<file path="src/rtl/mci_pkg.sv">
// Constants and shared types for the modem control interface
//
// What this block does
// - Start sending only while send request, clear, set ready, terminal ready on.
// - Transmit data idles at mark between characters and when not sending.
// - Raising send request puts modem in transmit mode and sets direction.
// - Dropping send request ends transmission; modem finishes and stops transmitter.
// - While set ready is off, ignore clear, line detect and secondary tone; ring and transmit timing still act.
// - Received data is valid only while line signal detect is on.
// - Secondary send request asks modem for a reverse channel tone.
// - New-sync output is held permanently deasserted.
// - Transmit data changes only on off-to-on edges of transmit timing.
// - Sample receive data on on-to-off edge of receive timing, the bit centre.
package mci_pkg;
	localparam int ADDR_W = 4;
	localparam logic [3:0] OFF_CTRL = 4'h0;
	localparam logic [3:0] OFF_STAT = 4'h4;
	localparam logic [3:0] OFF_TXD = 4'h8;
	localparam logic [3:0] OFF_RXD = 4'hc;
	localparam int CTRL_SEND_REQ = 0;
	localparam int CTRL_TERM_RDY = 1;
	localparam int CTRL_SEC_REQ = 2;
	localparam int ST_CLEAR = 0;
	localparam int ST_SET_RDY = 1;
	localparam int ST_LINE_DET = 2;
	localparam int ST_SEC_TONE = 3;
	localparam int ST_RING = 4;
	localparam int ST_TX_BUSY = 5;
	localparam int ST_TX_FULL = 6;
	localparam int ST_RX_VALID = 7;
	localparam int ST_RX_OVR = 8;
	localparam logic [2:0] CTRL_RESET = 3'h0;
	localparam int SYNC_STAGES = 2;
	typedef enum logic [1:0] {TX_IDLE, TX_START, TX_DATA, TX_STOP} mci_tx_e;
	typedef enum logic [1:0] {RX_IDLE, RX_DATA, RX_STOP} mci_rx_e;
endpackage

</file>
<file path="src/rtl/mci_sync.sv">
// Two-flop synchroniser bank for modem inputs
`timescale 1ns/1ps
`default_nettype none
module mci_sync #(
	parameter int WIDTH = 7
) (
	input wire logic i_mclk,
	input wire logic i_rstn,
	input wire logic [WIDTH-1:0] i_async,
	output logic [WIDTH-1:0] o_sync
);
	logic [WIDTH-1:0] meta_q;
	logic [WIDTH-1:0] sync_q;
	// Reset to zero: every status input reads as off until sampled
	always_ff @(posedge i_mclk or negedge i_rstn)
	begin
		if (!i_rstn)
		begin
			meta_q <= '0;
			sync_q <= '0;
		end
		else
		begin
			meta_q <= i_async;
			sync_q <= meta_q;
		end
	end
	assign o_sync = sync_q;
endmodule // mci_sync
`default_nettype wire

</file>
<file path="src/rtl/mci_top.sv">
// Modem control interface: handshake, status and element-timed data
`timescale 1ns/1ps
`default_nettype none
module mci_top #(
	parameter int CHAR_W = 8
) (
	input wire logic i_mclk,
	input wire logic i_rstn,
	input wire logic [3:0] i_addr,
	input wire logic [31:0] i_wdata,
	input wire logic i_wr,
	input wire logic i_rd,
	output logic [31:0] o_rdata,
	output logic o_tx_data_line,
	input wire logic i_rx_data_line,
	output logic o_send_request,
	input wire logic i_send_clear,
	input wire logic i_set_ready,
	output logic o_terminal_ready,
	input wire logic i_line_signal_detect,
	output logic o_secondary_send_request,
	input wire logic i_secondary_tone_detect,
	output logic o_new_sync,
	input wire logic i_modem_tx_element_timing,
	input wire logic i_modem_rx_element_timing,
	input wire logic i_ring
);
	localparam int CW = $clog2(CHAR_W + 1);
	////////////////////////////////////////////////////////////////////////
	// Input synchronisers
	logic [6:0] raw;
	logic [6:0] syn;
	assign raw = {i_ring, i_modem_rx_element_timing, i_modem_tx_element_timing,
		i_secondary_tone_detect, i_line_signal_detect, i_set_ready, i_send_clear};
	mci_sync #(.WIDTH(7)) u_sync (
		.i_mclk(i_mclk),
		.i_rstn(i_rstn),
		.i_async(raw),
		.o_sync(syn)
	);
	logic rxd_s;
	logic rxd_meta_q;
	logic rxd_sync_q;
	// Receive data resets to mark, so it has its own pair
	always_ff @(posedge i_mclk or negedge i_rstn)
	begin
		if (!i_rstn)
		begin
			rxd_meta_q <= 1'b1;
			rxd_sync_q <= 1'b1;
		end
		else
		begin
			rxd_meta_q <= i_rx_data_line;
			rxd_sync_q <= rxd_meta_q;
		end
	end
	assign rxd_s = rxd_sync_q;
	logic clr_s, dsr_s, det_s, sec_s, txc_s, rxc_s, ring_s;
	assign {ring_s, rxc_s, txc_s, sec_s, det_s, dsr_s, clr_s} = syn;
	// Clear, line detect and secondary tone are qualified by set ready
	logic clr_v, det_v, sec_v;
	assign clr_v = clr_s & dsr_s;
	assign det_v = det_s & dsr_s;
	assign sec_v = sec_s & dsr_s;
	////////////////////////////////////////////////////////////////////////
	// Edge detection on element timing
	logic txc_q, rxc_q;
	always_ff @(posedge i_mclk or negedge i_rstn)
	begin
		if (!i_rstn)
		begin
			txc_q <= 1'b0;
			rxc_q <= 1'b0;
		end
		else
		begin
			txc_q <= txc_s;
			rxc_q <= rxc_s;
		end
	end
	logic txc_rise, rxc_fall;
	assign txc_rise = txc_s & ~txc_q;
	assign rxc_fall = ~rxc_s & rxc_q;
	////////////////////////////////////////////////////////////////////////
	// Control register
	logic [2:0] ctrl_q, ctrl_d;
	logic wr_ctrl, wr_txd, rd_rxd;
	assign wr_ctrl = i_wr && (i_addr == mci_pkg::OFF_CTRL);
	assign wr_txd = i_wr && (i_addr == mci_pkg::OFF_TXD);
	assign rd_rxd = i_rd && (i_addr == mci_pkg::OFF_RXD);
	always_comb
	begin
		ctrl_d = ctrl_q;
		if (wr_ctrl)
			ctrl_d = i_wdata[2:0];
	end
	always_ff @(posedge i_mclk or negedge i_rstn)
	begin
		if (!i_rstn)
			ctrl_q <= mci_pkg::CTRL_RESET;
		else
			ctrl_q <= ctrl_d;
	end
	assign o_send_request = ctrl_q[mci_pkg::CTRL_SEND_REQ];
	assign o_terminal_ready = ctrl_q[mci_pkg::CTRL_TERM_RDY];
	assign o_secondary_send_request = ctrl_q[mci_pkg::CTRL_SEC_REQ];
	assign o_new_sync = 1'b0;
	////////////////////////////////////////////////////////////////////////
	// Transmitter
	mci_pkg::mci_tx_e tx_st_q, tx_st_d;
	logic [CHAR_W-1:0] tx_hold_q, tx_hold_d, tx_sh_q, tx_sh_d;
	logic tx_full_q, tx_full_d, txd_q, txd_d;
	logic [CW-1:0] tx_cnt_q, tx_cnt_d;
	logic tx_go;
	assign tx_go = o_send_request & clr_v & dsr_s & o_terminal_ready;
	always_comb
	begin
		tx_st_d = tx_st_q;
		tx_hold_d = tx_hold_q;
		tx_sh_d = tx_sh_q;
		tx_full_d = tx_full_q;
		txd_d = txd_q;
		tx_cnt_d = tx_cnt_q;
		if (wr_txd && !tx_full_q)
		begin
			tx_hold_d = i_wdata[CHAR_W-1:0];
			tx_full_d = 1'b1;
		end
		if (txc_rise)
		begin
			unique case (tx_st_q)
				mci_pkg::TX_IDLE:
				begin
					txd_d = 1'b1;
					if (tx_full_q && tx_go)
					begin
						tx_sh_d = tx_hold_q;
						tx_full_d = 1'b0;
						tx_st_d = mci_pkg::TX_START;
						txd_d = 1'b0;
					end
				end
				mci_pkg::TX_START,
				mci_pkg::TX_DATA:
				begin
					if (tx_st_q == mci_pkg::TX_START)
						tx_cnt_d = '0;
					else
						tx_cnt_d = tx_cnt_q + 1'b1;
					txd_d = tx_sh_q[0];
					tx_sh_d = {1'b1, tx_sh_q[CHAR_W-1:1]};
					if (tx_st_q == mci_pkg::TX_DATA
						&& tx_cnt_q == CW'(CHAR_W - 1))
					begin
						txd_d = 1'b1;
						tx_st_d = mci_pkg::TX_STOP;
					end
					else
						tx_st_d = mci_pkg::TX_DATA;
				end
				mci_pkg::TX_STOP:
				begin
					txd_d = 1'b1;
					tx_st_d = mci_pkg::TX_IDLE;
				end
			endcase
		end
	end
	always_ff @(posedge i_mclk or negedge i_rstn)
	begin
		if (!i_rstn)
		begin
			tx_st_q <= mci_pkg::TX_IDLE;
			tx_hold_q <= '0;
			tx_sh_q <= '1;
			tx_full_q <= 1'b0;
			txd_q <= 1'b1;
			tx_cnt_q <= '0;
		end
		else
		begin
			tx_st_q <= tx_st_d;
			tx_hold_q <= tx_hold_d;
			tx_sh_q <= tx_sh_d;
			tx_full_q <= tx_full_d;
			txd_q <= txd_d;
			tx_cnt_q <= tx_cnt_d;
		end
	end
	assign o_tx_data_line = txd_q;
	////////////////////////////////////////////////////////////////////////
	// Receiver
	mci_pkg::mci_rx_e rx_st_q, rx_st_d;
	logic [CHAR_W-1:0] rx_sh_q, rx_sh_d, rx_buf_q, rx_buf_d;
	logic [CW-1:0] rx_cnt_q, rx_cnt_d;
	logic rx_val_q, rx_val_d, rx_ovr_q, rx_ovr_d;
	always_comb
	begin
		rx_st_d = rx_st_q;
		rx_sh_d = rx_sh_q;
		rx_buf_d = rx_buf_q;
		rx_cnt_d = rx_cnt_q;
		rx_val_d = rx_val_q;
		rx_ovr_d = rx_ovr_q;
		if (rd_rxd)
		begin
			rx_val_d = 1'b0;
			rx_ovr_d = 1'b0;
		end
		if (!det_v)
			rx_st_d = mci_pkg::RX_IDLE;
		else if (rxc_fall)
		begin
			unique case (rx_st_q)
				mci_pkg::RX_IDLE:
				begin
					rx_cnt_d = '0;
					if (!rxd_s)
						rx_st_d = mci_pkg::RX_DATA;
				end
				mci_pkg::RX_DATA:
				begin
					rx_sh_d = {rxd_s, rx_sh_q[CHAR_W-1:1]};
					rx_cnt_d = rx_cnt_q + 1'b1;
					if (rx_cnt_q == CW'(CHAR_W - 1))
						rx_st_d = mci_pkg::RX_STOP;
				end
				mci_pkg::RX_STOP:
				begin
					rx_st_d = mci_pkg::RX_IDLE;
					// New data beats a same-cycle read
					if (rxd_s)
					begin
						rx_buf_d = rx_sh_q;
						rx_ovr_d = rx_val_q & ~rd_rxd;
						rx_val_d = 1'b1;
					end
				end
				default: rx_st_d = mci_pkg::RX_IDLE;
			endcase
		end
	end
	always_ff @(posedge i_mclk or negedge i_rstn)
	begin
		if (!i_rstn)
		begin
			rx_st_q <= mci_pkg::RX_IDLE;
			rx_sh_q <= '0;
			rx_buf_q <= '0;
			rx_cnt_q <= '0;
			rx_val_q <= 1'b0;
			rx_ovr_q <= 1'b0;
		end
		else
		begin
			rx_st_q <= rx_st_d;
			rx_sh_q <= rx_sh_d;
			rx_buf_q <= rx_buf_d;
			rx_cnt_q <= rx_cnt_d;
			rx_val_q <= rx_val_d;
			rx_ovr_q <= rx_ovr_d;
		end
	end
	////////////////////////////////////////////////////////////////////////
	// Read port
	logic [31:0] rdata_q, rdata_d;
	logic [8:0] stat;
	always_comb
	begin
		stat = '0;
		stat[mci_pkg::ST_CLEAR] = clr_v;
		stat[mci_pkg::ST_SET_RDY] = dsr_s;
		stat[mci_pkg::ST_LINE_DET] = det_v;
		stat[mci_pkg::ST_SEC_TONE] = sec_v;
		stat[mci_pkg::ST_RING] = ring_s;
		stat[mci_pkg::ST_TX_BUSY] = (tx_st_q != mci_pkg::TX_IDLE);
		stat[mci_pkg::ST_TX_FULL] = tx_full_q;
		stat[mci_pkg::ST_RX_VALID] = rx_val_q;
		stat[mci_pkg::ST_RX_OVR] = rx_ovr_q;
	end
	always_comb
	begin
		rdata_d = '0;
		if (i_rd)
		begin
			unique case (i_addr)
				mci_pkg::OFF_CTRL: rdata_d = {29'h0, ctrl_q};
				mci_pkg::OFF_STAT: rdata_d = {23'h0, stat};
				mci_pkg::OFF_TXD: rdata_d = 32'(tx_hold_q);
				mci_pkg::OFF_RXD: rdata_d = 32'(rx_buf_q);
				default: rdata_d = '0;
			endcase
		end
	end
	always_ff @(posedge i_mclk or negedge i_rstn)
	begin
		if (!i_rstn)
			rdata_q <= '0;
		else
			rdata_q <= rdata_d;
	end
	assign o_rdata = rdata_q;
endmodule // mci_top
`default_nettype wire

</file>
<file path="config.mk">
export PLATFORM = sky130hd
export DESIGN_NAME = mci_top
export DESIGN_NICKNAME = d
export VERILOG_FILES = /design/src/rtl/mci_pkg.sv /design/src/rtl/mci_sync.sv /design/src/rtl/mci_top.sv
export SDC_FILE = /design/constraint.sdc
export NUM_CORES = 1
export LEC_CHECK = 0
export ABC_AREA = 1
export ABC_CLOCK_PERIOD_IN_PS = 1500
export BUFFER_PORTS_ARGS = -buffer_cell sky130_fd_sc_hd__buf_2
export CORE_ASPECT_RATIO = 1.1
export CORE_MARGIN = 10
export CORE_UTILIZATION = 48
export DETAILED_ROUTE_END_ITERATION = 10
export PLACE_DENSITY_LB_ADDON = 0.15
export SLEW_MARGIN = 0
export SYNTH_ARGS = -nofsm -noshare
export SYNTH_HDL_FRONTEND = slang
export SYNTH_HIERARCHICAL = 1
export SYNTH_SLANG_ARGS = --single-unit
</file>
<file path="constraint.sdc">
create_clock -name i_mclk -period 1.5 [get_ports i_mclk]
set_input_delay 0.225 -clock i_mclk [delete_from_list [all_inputs] [get_ports i_mclk]]
set_output_delay 0.225 -clock i_mclk [all_outputs]
set_load 0.1 [all_outputs]
</file>
==> key figures <==
Status
  • Status: finished clean

Worst setup path
  • Critical Path RT: 1.27 ns
  • R2R Path End: o_tx_data_line$_DFFE_PN1P_
  • CP Cell Sequence: buf_2
  • Buf/Inv on CP: 1
  • Largest delay share family, worst path: buffers and inverters
  • Critical path type: reg -> out
  • Type of origin of the critical path: flop
  • R2R setup slack: 0.15 ns
  • Worst Setup SP: ctrl_q[2]$_DFFE_PN0P_
  • CP Capture Point: o_secondary_send_request
  • Crit Reg-Reg Startpoint: tx_st_q[1]$_DFFE_PN0P_
  • Highest-delay cell along the critical path: buf_2
  • CP endpoint kind: output port
  • CP max FO: 3
  • CP Data Arrival Time: 1.18 ns
  • Worst stage delay on the critical path: 0.44 ns
  • Reg2reg path depth: 7
  • Crit path depth: 1

Timing
  • RSZ-0062 raised after global routing: no
  • Min cycle time layout: 1.41 ns
  • Max Slew Vio Count: 0
  • Max frequency: 0.711 GHz
  • Final Setup Violations: 0
  • Total negative slack: 0 ns
  • Fin. Hold Viols: 0
  • Final period util: 0.938
  • Clock Skew: 0.00614 ns

Route
  • DRC Markers: 0
  • Via density: 4.74
  • Vias: 2,618
  • Post-DRT Antenna Nets: 0
  • Routed WL: 7260 um
  • WL/cell: 13.1 um
  • Starting DRT DRC Count: 123
  • Router iterations before antenna repair: 4

Logic synthesis
  • Commonest cells post-synth: nand2_1, dfrtp_1, inv_1
  • Top cells by area, synth: dfrtp_1, nand2_1, dfstp_2, o21ai_0, inv_1
  • Asr flop ratio synth: 1.00
  • Gate Count Post-Synth: 398
  • Post-synthesis sequential area ratio: 0.557
  • Cell taking the most area after synthesis: dfrtp_1
  • Most frequent cell after synthesis: nand2_1
  • Synth cell types: 30
  • Syn_area_per_cell: 8.87 um^2
  • Yosys Warn Count: 6
  • Synth Flop Type: dfrtp_1
  • Post-synth EDFFs: 0
  • Post-Syn Area: 3530 um^2
  • Yosys top cell area share: 0.475
  • Yosys reg bits: 78

Die
  • Core Area: 7090 um^2
  • Die Span X: 102 um
  • Die Footprint: 11,200 um^2
  • Die Ht: 110 um
  • I/O pins: 85
  • Initial core utilization: 0.498
  • Site Rows: 32

Global routing
  • Global route overflow: 0
  • Vias in the first global route: 2,638
  • First-pass GRT wire length: 12,200 um
  • Largest net degree at the start of global routing: 34
  • All-Layer GR Usage: 0.139
  • Initial antenna violation count: 0

Place
  • HPWL after DPL: 5500 um
  • PortBufs: 36
  • Placer congestion estimate: 0.835

Power and ir drop
  • Peak VDD IR: 0.000514 V
  • Total power: 6.09 mW
  • PwrDens: 1470 nW/um^2
  • Leakage Power: 2.15 nW

CTS
  • Num CTS Buffers: 9
  • CTS tree: built
  • Post-CTS setup buffer count: 0
  • CTS Buffer Depth: 2
  • Worst-path clk slew: 0.08 ns
  • Clk sinks: 78
  • CTS root buf: clkbuf_8
  • Worst-Skew Late Latency: 0.34 ns
  • H-tree Lvls: 3

Layout
  • Nets: 516
  • Layout area overhead: 17.0%
  • Layout cells sized above 1: 0.214
  • Antenna diodes: 0

Flow run
  • Max_cap viols: 0

Worst hold path
  • Hold Crit Class: in -> reg
## layer usage
layer	vias to the layer above	wire length, um	global-route usage
li1	1341	-	-
met1	1223	3010	0.164
met2	46	3820	0.233
met3	8	325	0.0377
met4	0	97	0.0603
met5	-	0	0
## report_power, final
group          leakage, nW  internal (mW)  switching [mW]
Combinational         1.09          0.603            1.34
Sequential           0.972           2.50           0.212
Clock               0.0889          0.654           0.781
## state kept, by name, indices dropped and copies added, names as in the netlist, 2 cells and up
| signal | count |
|---|---|
| tx_cnt_q | 4 |
| rx_sh_q | 8 |
| tx_st_q | 2 |
| o_rdata | 9 |
| u_sync/o_sync | 7 |
| u_sync/meta_q | 7 |
| ctrl_q | 3 |
| rx_st_q | 2 |
| rx_cnt_q | 4 |
| tx_hold_q | 8 |
| rx_buf_q | 8 |
| tx_sh_q | 8 |
## cell families after synthesis
family,share of synthesized area
AND/OR/NAND/NOR,0.217
buffers and inverters,0.117
flip-flops,0.557
AO/OA/AOI/OAI,0.0850
adder cells (fa/ha/maj),0.0213
XOR/XNOR,0.00248
other,0.00106
## layout make-up
cell class	instances	area, um^2
clock buffers	10	138
clock inverters	6	46.3
fillers	657	2960
inverters	51	191
multi-input cells	261	1260
flip-flops and latches	78	1970
well taps	85	106
repair buffers	61	420
## cell usage in the layout (no fill, tap or decap), types with 10 or more instances in the layout
cell type / netlist / final
clkbuf_8: 0 / 10
dfstp_2: 11 / 11
nand2_1: 103 / 101
dfrtp_1: 67 / 65
buf_4: 24 / 16
buf_2: 4 / 34
o21ai_0: 44 / 44
conb_1: 1 / 24
nor2_1: 21 / 20
nand3_1: 27 / 27
inv_1: 50 / 50
## worst min-delay path by stage
stage	slack (ns)	cells past startpoint	to	startpoint
6_report	0.08	3	tx_hold_q[5]$_DFFE_PN0P_	i_wdata[5]
3_5_place_dp	0.15	1	tx_cnt_q[3]$_DFFE_PN0P_	i_rstn
4_1_cts	0.06	3	tx_hold_q[5]$_DFFE_PN0P_	i_wdata[5]
3_3_place_gp	0.15	1	tx_cnt_q[3]$_DFFE_PN0P_	i_rstn
5_1_grt	0.06	3	tx_hold_q[5]$_DFFE_PN0P_	i_wdata[5]
2_1_floorplan	-0.07	0	ctrl_q[0]$_DFFE_PN0P_	i_rstn
## stage by stage
stage | cells | util | worst slack, ns | hold WS (ns) | cell area, um^2
6_report | 552 | 0.583 | 0.0932 | 0.0784 | 4130
5_1_grt | 552 | 0.583 | 0.0109 | 0.0606 | 4130
4_1_cts | 552 | 0.580 | 0.0125 | 0.0631 | 4110
3_5_place_dp | 527 | 0.541 | 0.0413 | 0.153 | 3840
3_3_place_gp | 527 | 0.541 | 0.0614 | 0.149 | 3840
2_1_floorplan | 421 | - | 0.0262 | -0.0706 | 3620
## repair_timing
item / CTS / global route
setup endpoints to repair: 0 / 13
endpoints found under the hold margin: 28 / 0
resized for setup: 0 / 5
hold buffers: 9 / 0
Note: power is estimated with default switching activity, not from simulation.
